**config.mk**
```make
export PLATFORM = sky130hd
export DESIGN_NAME = pldm_top
export DESIGN_NICKNAME = d
export VERILOG_FILES = /design/src/pldm_pkg.sv /design/src/pldm_div_if.sv /design/src/pldm_div.sv /design/src/pldm_top.sv
export VERILOG_INCLUDE_DIRS = /design/src
export SDC_FILE = /design/constraint.sdc
export NUM_CORES = 1
export LEC_CHECK = 0
export BUFFER_PORTS_ARGS = -buffer_cell sky130_fd_sc_hd__buf_4
export CORE_MARGIN = 2
export CORE_UTILIZATION = 41
export CTS_CLUSTER_DIAMETER = 50
export DETAILED_ROUTE_END_ITERATION = 8
export SYNTH_ARGS = -nofsm -noshare
export SYNTH_HDL_FRONTEND = slang
export SYNTH_SLANG_ARGS = --single-unit
```
**constraint.sdc**
```tcl
create_clock -name CLK_IN -period 5.85 [get_ports CLK_IN]
set_input_delay 0 -clock CLK_IN [delete_from_list [all_inputs] [get_ports CLK_IN]]
set_output_delay 0 -clock CLK_IN [all_outputs]
set_load 0.01 [all_outputs]
```
**src/pldm_regs.svh**
```systemverilog
// constants of the loop divider and lock monitor
// assumes: included by bare name from the divider and top modules
`ifndef PLDM_REGS_SVH
`define PLDM_REGS_SVH

// ------------------------------------------------------------
// lock detector window and tolerances, in clock edges
// ------------------------------------------------------------
`define PLDM_LOCK_WINDOW 8'h10
`define PLDM_ACQUIRE_TOL 8'h01
`define PLDM_RELEASE_TOL 8'h03

// ------------------------------------------------------------
// reset values
// ------------------------------------------------------------
`define PLDM_RATIO_RST 8'h01
`define PLDM_COUNT_RST 8'h00
`define PLDM_BW_RST 4'h0

`endif

```
**src/pldm_pkg.sv**
```systemverilog
// types shared by the loop divider and lock monitor
// assumes: nothing beyond the compiler
package pldm_pkg;
    typedef logic [7:0] pldm_ratio_t;
    typedef enum logic [0:0] {
        PLDM_UNLOCKED = 1'b0,
        PLDM_LOCKED = 1'b1
    } pldm_lock_e;
endpackage

```
**src/pldm_div_if.sv**
```systemverilog
// control and result of one edge-counting clock divider
// assumes: all signals on the system clock
`timescale 1ns/1ps
`default_nettype none
interface pldm_div_if;
    logic edge_p;
    logic level;
    pldm_pkg::pldm_ratio_t ratio;
    logic clk_o;
    logic rise_p;
    modport ctl (output edge_p, output level, output ratio, input clk_o, input rise_p);
    modport div (input edge_p, input level, input ratio, output clk_o, output rise_p);
endinterface
`default_nettype wire

```
**src/pldm_div.sv**
```systemverilog
// edge-counting divider: one output period per ratio input periods
// assumes: edge_p is a one-cycle pulse per rising input edge, all synchronous
`timescale 1ns/1ps
`default_nettype none
`include "pldm_regs.svh"
module pldm_div (
    input wire logic clk,
    input wire logic rst_n,
    pldm_div_if.div d
);
    logic [7:0] cnt_q;
    logic [7:0] cnt_d;
    logic out_q;
    logic out_d;
    logic rise_q;

    // ------------------------------------------------------------
    // counter and output phase
    // ------------------------------------------------------------
    always_comb begin
        cnt_d = cnt_q;
        out_d = out_q;
        if (d.edge_p) begin
            // wrap also when the ratio shrinks below the count
            if (cnt_q >= d.ratio - 8'h01) begin
                cnt_d = `PLDM_COUNT_RST;
            end else begin
                cnt_d = cnt_q + 8'h01;
            end
            out_d = (cnt_d < (d.ratio >> 1));
        end
        // ratio one passes the input straight through
        if (d.ratio == 8'h01) begin
            out_d = d.level;
        end
    end

    always_ff @(posedge clk) begin
        if (!rst_n) begin
            cnt_q <= `PLDM_COUNT_RST;
            out_q <= 1'b0;
            rise_q <= 1'b0;
        end else begin
            cnt_q <= cnt_d;
            out_q <= out_d;
            rise_q <= out_d & ~out_q;
        end
    end

    assign d.clk_o = out_q;
    assign d.rise_p = rise_q;

    property p_cnt_in_range;
        @(posedge clk) disable iff (!rst_n)
        d.edge_p ##1 $stable(d.ratio) |-> cnt_q < d.ratio;
    endproperty
    a_cnt_in_range: assert property (p_cnt_in_range) else $error("divider count out of range");

    property p_bypass;
        @(posedge clk) disable iff (!rst_n)
        d.ratio == 8'h01 |=> out_q == $past(d.level);
    endproperty
    a_bypass: assert property (p_bypass) else $error("ratio one does not pass input");
endmodule
`default_nettype wire

```
**src/pldm_top.sv**
```systemverilog
// digital side of a phase-locked loop: dividers, phase detector, lock monitor
// assumes: crystal and oscillator clocks are pins below a quarter of CLK_IN
// Contract
// - reference clock is crystal divided by field plus one
// - feedback is oscillator divided by twice (field plus one)
// - output divides by twice field, one when zero
// - phase detector pulses follow reference/feedback phase
// - lock decided by comparing feedback and reference frequency
// - lock status is read-only
// - lock sets inside acquire, clears outside release tolerance
// - enabled interrupt raised on every lock toggle
`timescale 1ns/1ps
`default_nettype none
`include "pldm_regs.svh"
module pldm_top (
    input wire logic CLK_IN,
    input wire logic RST_N_IN,
    input wire logic CRYSTAL_CLOCK_IN,
    input wire logic CONTROLLED_OSCILLATOR_CLOCK_IN,
    input wire logic [5:0] REFERENCE_DIVIDE_FIELD_IN,
    input wire logic [5:0] FEEDBACK_DIVIDE_FIELD_IN,
    input wire logic [4:0] OUTPUT_DIVIDE_FIELD_IN,
    input wire logic [1:0] REFERENCE_RANGE_SELECT_IN,
    input wire logic [1:0] OSCILLATOR_RANGE_SELECT_IN,
    input wire logic LOCK_CHANGE_IRQ_ENABLE_IN,
    input wire logic LOCK_IRQ_ACK_IN,
    output logic DIVIDED_REFERENCE_CLOCK_OUT,
    output logic FEEDBACK_CLOCK_OUT,
    output logic LOOP_OUTPUT_CLOCK_OUT,
    output logic PUMP_UP_OUT,
    output logic PUMP_DOWN_OUT,
    output logic [3:0] LOOP_BANDWIDTH_OUT,
    output logic LOCK_OUT,
    output logic LOCK_PENDING_OUT,
    output logic LOCK_IRQ_OUT
);
    // ------------------------------------------------------------
    // pin synchronisers and edge detect
    // ------------------------------------------------------------
    logic xtal_s1_q, xtal_s2_q, xtal_s3_q;
    logic vco_s1_q, vco_s2_q, vco_s3_q;
    logic xtal_edge, vco_edge;

    always_ff @(posedge CLK_IN) begin
        if (!RST_N_IN) begin
            xtal_s1_q <= 1'b0;
            xtal_s2_q <= 1'b0;
            xtal_s3_q <= 1'b0;
            vco_s1_q <= 1'b0;
            vco_s2_q <= 1'b0;
            vco_s3_q <= 1'b0;
        end else begin
            xtal_s1_q <= CRYSTAL_CLOCK_IN;
            xtal_s2_q <= xtal_s1_q;
            xtal_s3_q <= xtal_s2_q;
            vco_s1_q <= CONTROLLED_OSCILLATOR_CLOCK_IN;
            vco_s2_q <= vco_s1_q;
            vco_s3_q <= vco_s2_q;
        end
    end

    assign xtal_edge = xtal_s2_q & ~xtal_s3_q;
    assign vco_edge = vco_s2_q & ~vco_s3_q;

    // ------------------------------------------------------------
    // dividers
    // ------------------------------------------------------------
    pldm_div_if ref_if ();
    pldm_div_if fb_if ();
    pldm_div_if out_if ();

    assign ref_if.edge_p = xtal_edge;
    assign ref_if.level = xtal_s2_q;
    assign ref_if.ratio = {2'h0, REFERENCE_DIVIDE_FIELD_IN} + 8'h01;
    assign fb_if.edge_p = vco_edge;
    assign fb_if.level = vco_s2_q;
    // add outside the concatenation: a six-bit sum would wrap field 63 to ratio 0
    assign fb_if.ratio = {1'h0, FEEDBACK_DIVIDE_FIELD_IN, 1'h0} + 8'h02;
    assign out_if.edge_p = vco_edge;
    assign out_if.level = vco_s2_q;
    assign out_if.ratio = (OUTPUT_DIVIDE_FIELD_IN == 5'h00) ? `PLDM_RATIO_RST
                                                            : {2'h0, OUTPUT_DIVIDE_FIELD_IN, 1'h0};

    pldm_div u_ref_div (.clk(CLK_IN), .rst_n(RST_N_IN), .d(ref_if.div));
    pldm_div u_fb_div (.clk(CLK_IN), .rst_n(RST_N_IN), .d(fb_if.div));
    pldm_div u_out_div (.clk(CLK_IN), .rst_n(RST_N_IN), .d(out_if.div));

    logic ref_rise, fb_rise;
    assign ref_rise = ref_if.rise_p;
    assign fb_rise = fb_if.rise_p;

    always_ff @(posedge CLK_IN) begin
        if (!RST_N_IN) begin
            DIVIDED_REFERENCE_CLOCK_OUT <= 1'b0;
            FEEDBACK_CLOCK_OUT <= 1'b0;
            LOOP_OUTPUT_CLOCK_OUT <= 1'b0;
        end else begin
            DIVIDED_REFERENCE_CLOCK_OUT <= ref_if.clk_o;
            FEEDBACK_CLOCK_OUT <= fb_if.clk_o;
            LOOP_OUTPUT_CLOCK_OUT <= out_if.clk_o;
        end
    end

    // ------------------------------------------------------------
    // range selects set the analog loop bandwidth
    // ------------------------------------------------------------
    always_ff @(posedge CLK_IN) begin
        if (!RST_N_IN) begin
            LOOP_BANDWIDTH_OUT <= `PLDM_BW_RST;
        end else begin
            LOOP_BANDWIDTH_OUT <= {OSCILLATOR_RANGE_SELECT_IN, REFERENCE_RANGE_SELECT_IN};
        end
    end

    // ------------------------------------------------------------
    // phase detector: leading edge sets, second edge clears both
    // ------------------------------------------------------------
    logic up_d, dn_d;
    always_comb begin
        up_d = PUMP_UP_OUT | ref_rise;
        dn_d = PUMP_DOWN_OUT | fb_rise;
        if (up_d && dn_d) begin
            up_d = 1'b0;
            dn_d = 1'b0;
        end
    end

    always_ff @(posedge CLK_IN) begin
        if (!RST_N_IN) begin
            PUMP_UP_OUT <= 1'b0;
            PUMP_DOWN_OUT <= 1'b0;
        end else begin
            PUMP_UP_OUT <= up_d;
            PUMP_DOWN_OUT <= dn_d;
        end
    end

    // ------------------------------------------------------------
    // lock detector: feedback edges per window of reference edges
    // ------------------------------------------------------------
    logic [7:0] ref_cnt_q, fb_cnt_q, fb_total, fb_err;
    logic win_end;
    logic in_acquire, in_release;
    pldm_pkg::pldm_lock_e lock_q, lock_d;

    // decision rate scales with the reference clock
    assign win_end = ref_rise && (ref_cnt_q == `PLDM_LOCK_WINDOW - 8'h01);
    assign fb_total = fb_cnt_q + {7'h00, fb_rise};
    assign fb_err = (fb_total > `PLDM_LOCK_WINDOW) ? fb_total - `PLDM_LOCK_WINDOW
                                                   : `PLDM_LOCK_WINDOW - fb_total;
    assign in_acquire = fb_err <= `PLDM_ACQUIRE_TOL;
    assign in_release = fb_err <= `PLDM_RELEASE_TOL;

    always_ff @(posedge CLK_IN) begin
        if (!RST_N_IN) begin
            ref_cnt_q <= `PLDM_COUNT_RST;
            fb_cnt_q <= `PLDM_COUNT_RST;
        end else if (win_end) begin
            ref_cnt_q <= `PLDM_COUNT_RST;
            fb_cnt_q <= `PLDM_COUNT_RST;
        end else begin
            ref_cnt_q <= ref_cnt_q + {7'h00, ref_rise};
            // saturate so a runaway oscillator cannot wrap into the window
            if (fb_cnt_q != 8'hFF) begin
                fb_cnt_q <= fb_total;
            end
        end
    end

    always_comb begin
        lock_d = lock_q;
        case (lock_q)
            pldm_pkg::PLDM_UNLOCKED: begin
                if (win_end && in_acquire) begin
                    lock_d = pldm_pkg::PLDM_LOCKED;
                end
            end
            pldm_pkg::PLDM_LOCKED: begin
                if (win_end && !in_release) begin
                    lock_d = pldm_pkg::PLDM_UNLOCKED;
                end
            end
            default: begin
                lock_d = pldm_pkg::PLDM_UNLOCKED;
            end
        endcase
    end

    // ------------------------------------------------------------
    // lock status and change request
    // ------------------------------------------------------------
    logic lock_chg, pend_d;
    assign lock_chg = (lock_d != lock_q);
    // a change in the acknowledge cycle wins over the clear
    assign pend_d = lock_chg | (LOCK_PENDING_OUT & ~LOCK_IRQ_ACK_IN);

    always_ff @(posedge CLK_IN) begin
        if (!RST_N_IN) begin
            lock_q <= pldm_pkg::PLDM_UNLOCKED;
            LOCK_OUT <= 1'b0;
            LOCK_PENDING_OUT <= 1'b0;
            LOCK_IRQ_OUT <= 1'b0;
        end else begin
            lock_q <= lock_d;
            LOCK_OUT <= (lock_d == pldm_pkg::PLDM_LOCKED);
            LOCK_PENDING_OUT <= pend_d;
            LOCK_IRQ_OUT <= pend_d & LOCK_CHANGE_IRQ_ENABLE_IN;
        end
    end

    // ------------------------------------------------------------
    // checks
    // ------------------------------------------------------------
    property p_fb_even;
        @(posedge CLK_IN) disable iff (!RST_N_IN)
        fb_if.ratio[0] == 1'b0 && fb_if.ratio >= 8'h02 && fb_if.ratio <= 8'h80;
    endproperty
    a_fb_even: assert property (p_fb_even) else $error("feedback ratio not even in range");

    property p_pump_excl;
        @(posedge CLK_IN) disable iff (!RST_N_IN)
        !(PUMP_UP_OUT && PUMP_DOWN_OUT);
    endproperty
    a_pump_excl: assert property (p_pump_excl) else $error("both pump outputs active");

    property p_pump_up;
        @(posedge CLK_IN) disable iff (!RST_N_IN)
        ref_rise && !fb_rise && !PUMP_DOWN_OUT |=> PUMP_UP_OUT;
    endproperty
    a_pump_up: assert property (p_pump_up) else $error("reference lead gives no up pulse");

    property p_lock_at_window;
        @(posedge CLK_IN) disable iff (!RST_N_IN)
        !win_end |=> $stable(lock_q);
    endproperty
    a_lock_at_window: assert property (p_lock_at_window) else $error("lock moved off window");

    property p_hold_lock;
        @(posedge CLK_IN) disable iff (!RST_N_IN)
        lock_q == pldm_pkg::PLDM_LOCKED && in_release ##0 win_end |=> ##1 LOCK_OUT;
    endproperty
    a_hold_lock: assert property (p_hold_lock) else $error("lock lost inside release band");

    property p_pend_set;
        @(posedge CLK_IN) disable iff (!RST_N_IN)
        lock_chg |=> LOCK_PENDING_OUT && LOCK_OUT == (lock_q == pldm_pkg::PLDM_LOCKED);
    endproperty
    a_pend_set: assert property (p_pend_set) else $error("lock change not pending");

    property p_irq;
        @(posedge CLK_IN) disable iff (!RST_N_IN)
        lock_chg && LOCK_CHANGE_IRQ_ENABLE_IN |=> LOCK_IRQ_OUT;
    endproperty
    a_irq: assert property (p_irq) else $error("enabled lock change raised no request");

    property p_ack;
        @(posedge CLK_IN) disable iff (!RST_N_IN)
        LOCK_IRQ_ACK_IN && !lock_chg |=> !LOCK_PENDING_OUT && !LOCK_IRQ_OUT;
    endproperty
    a_ack: assert property (p_ack) else $error("acknowledge did not clear request");
endmodule
`default_nettype wire

```
==> results by group <==
Yosys
  • Synth Cell Area: ~4400 um2
  • Synth Instances: 536
  • Yosys warns: 0
  • Post-synth EDFFs: 0
  • Post-synth top area cell: dfxtp_1
  • Number of synthesized register bits: 63
  • Ys async rst share: 0
  • Leading post-synthesis cells by cell area: dfxtp_1 (29%), ha_1 (15%), xnor2_1 (4.6%)
  • Mapped Avg Cell Area: about 8.2 um2
  • Synth top area share: 0.288
  • Synth Flop Type: dfxtp_1
  • Register area share after synthesis: 0.288
  • Unique masters post-synth: slightly below 60

Final layout
  • Fin nets: 658
  • Area growth from synthesis to layout: 16.5%
  • Final instance area: 5090 um2
  • Commonest non-fill, non-tap cell in the layout: dfxtp_1
  • Fill cell count: around 1000
  • Layout cells sized above 1: 0.111
  • Layout Cells excl Fill: slightly above 700
  • Inserted Diodes: 0
  • Most frequent cells in the layout: dfxtp_1 (63), nor2_1 (53), ha_1 (52)

Critical path
  • Critical Path End Type: flop
  • Critical Path RT: approximately 6000 ps
  • Worst EP arrival: between 4000 and 5000 ps
  • CP startpoint kind: flop
  • CP Max Fanout: 8
  • Setup CP Type: flop to flop

Timing
  • Final Hold Vio Count: 0
  • Hold slack: ~94 ps
  • Worst slew pin tran: roughly 900 ps
  • Clock skew: around 8.5 ps
  • Setup TNS: 0 ps
  • Final Cycle Share: 0.713
  • Pins over their slew limit: 0
  • Min Clock Period, post-route: ~4200 ps
  • Worst slew margin: 0.378
  • Final setup fails: 0
  • RSZ-0062 raised after global routing: false
  • Setup ws final: between 1500 and 2000 ps
  • Highest Clock Rate: 0.240 GHz

Run status
  • Status: finished, final reports clean

Placed design
  • DP Cell Count: about 700
  • Placer Congestion: 0.850
  • I/O Buffers: 38
  • Post-DP HPWL: roughly 7 mm
  • Post-place setup slack: 2050 ps
  • DP Area: about 4800 um2

Drt
  • Via density: around 5.3
  • Routed met3 length: 295 um
  • DR WL/cell: 13.0 um
  • First DRT Iteration DRCs: 150
  • Routed wire length: between 9 and 10 mm
  • First-pass iteration count of the detailed router: 6
  • M1 WL: roughly 4.6 mm
  • Met2 WL: between 4 and 5 mm
  • Via count: around 3800
  • Post-route ant nets: 0
  • Uppermost layer routed: met4
  • DRC errors left: 0

CTS
  • CTS resizes: 0
  • H-tree levels: 3
  • Clock tree from TritonCTS: done
  • # Post-CTS Setup Buffers: 0
  • Clock Tree Root: clkbuf_8
  • Cts hold-fix bufs: 9
  • Total CTS buffers: 9
  • Worst skew pair latency: around 340 ps
  • CTS Sinks: 63
  • Clock buffer depth: 2
  • Clock-pin slew on the worst setup and hold paths: ~70 ps

Global route
  • Total GRT Usage: 0.172
  • GRT overflow: 0
  • Global-route wire length before repair: between 15 and 20 mm
  • Initial antenna violation count: 0
  • Largest net degree at the start of global routing: 38
  • Vias in the first global route: about 3600

Power and ir drop
  • Peak supply drop: around 0.13 mV
  • Leak: around 2.2 nW
  • P per Cell Area: 200 nW/um2

Floorplan
  • Chip Height: 107 um
  • Initial cell density of the core: 0.423
  • Die area: roughly 12000 um2
  • I/O pin count: 39
  • FP Rows: 37
  • Core ar.: ~10000 um2
  • Die X: 107 um

Flow run
  • # Max-Cap Violations: 0

Hold path
  • Hold Path Class: input port to flop
[synthesized netlist by cell type (9+ instances only)]
cell type	count
a21oi_1	37
a32o_1	10
and2_1	14
and3_1	13
clkbuf_1	13
dfxtp_1	63
ha_1	52
inv_1	23
nand2_1	38
nand3_1	28
nor2_1	53
nor3_1	14
o21a_1	9
o21ai_0	12
o21ai_1	19
xnor2_1	23
xor2_1	15
[worst max-delay path: stages (launching register included)]
cell           delay (ps)
dfxtp_1               370
ha_1                  250
ha_1                  390
nand3_1               140
xor2_1                490
inv_1                 100
ha_1                  230
nor4b_2               170
a21oi_1               160
o21ai_1               160
a211oi_1              270
a311oi_1              100
or4_1                 580
a31oi_1               160
dlygate4sd3_1         550
[state kept, by name (all words and copies together), names as in the netlist, 4 cells and up]
name	flops
ref_cnt_q	8
fb_cnt_q	8
u_out_div.cnt_q	8
u_ref_div.cnt_q	8
u_fb_div.cnt_q	8
LOOP_BANDWIDTH_OUT	4
[final timing paths]
check                                       start                  to  slack (ps)  depth (start not counted)
worst max-delay path            u_fb_div.d.rise_p        LOCK_IRQ_OUT        1680                         14
worst min-delay path                     RST_N_IN         fb_cnt_q[6]          90                          2
worst max register to register  u_fb_div.d.rise_p        LOCK_IRQ_OUT        1680                         14
worst min register to register  u_ref_div.d.clk_o  u_ref_div.d.rise_p         420                          1
[final cells by class]
type                       instances  area, um2  area share
multi-input combinational        433       2950       0.578
clock buffer                       9        124      0.0243
inverter                          24       90.1      0.0177
tap                              136        170      0.0334
timing repair buffer              48        383      0.0752
sequential                        63       1260       0.248
clock inverter                     7        119      0.0233
[per-stage QoR]
stage               power [mW]  utilization
global placement         0.561        0.461
CTS                       1.03        0.493
floorplan                0.523            -
finish                    1.02        0.493
detailed placement       0.563        0.461
global route              1.07        0.493
[report_power, final]
part / internal (mW) / switching, mW / leakage, nW
Clock: 0.284 / 0.179 / 0.116
Sequential: 0.437 / 0.00565 / 0.511
Combinational: 0.0534 / 0.0605 / 1.62
Total: 0.774 / 0.245 / 2.24
[cells by family (layout without fill, tap and decap cells)]
group	Yosys count	count (layout)	synth area share
AO/OA/AOI/OAI	125	125	0.185
XOR/XNOR	38	38	0.0761
other	1	2	0.000858
buffers and inverters	41	88	0.0386
adder cells (fa/ha/maj)	52	52	0.149
flip-flops	63	63	0.288
AND/OR/NAND/NOR	216	216	0.262
[per-layer routing]
metal | GRT usage | vias to the layer above
met5 | 0 | -
met4 | 0.0575 | 0
met3 | 0.0351 | 6
met2 | 0.287 | 63
met1 | 0.222 | 1756
li1 | - | 2022
(Power assumes the default switching activity.)
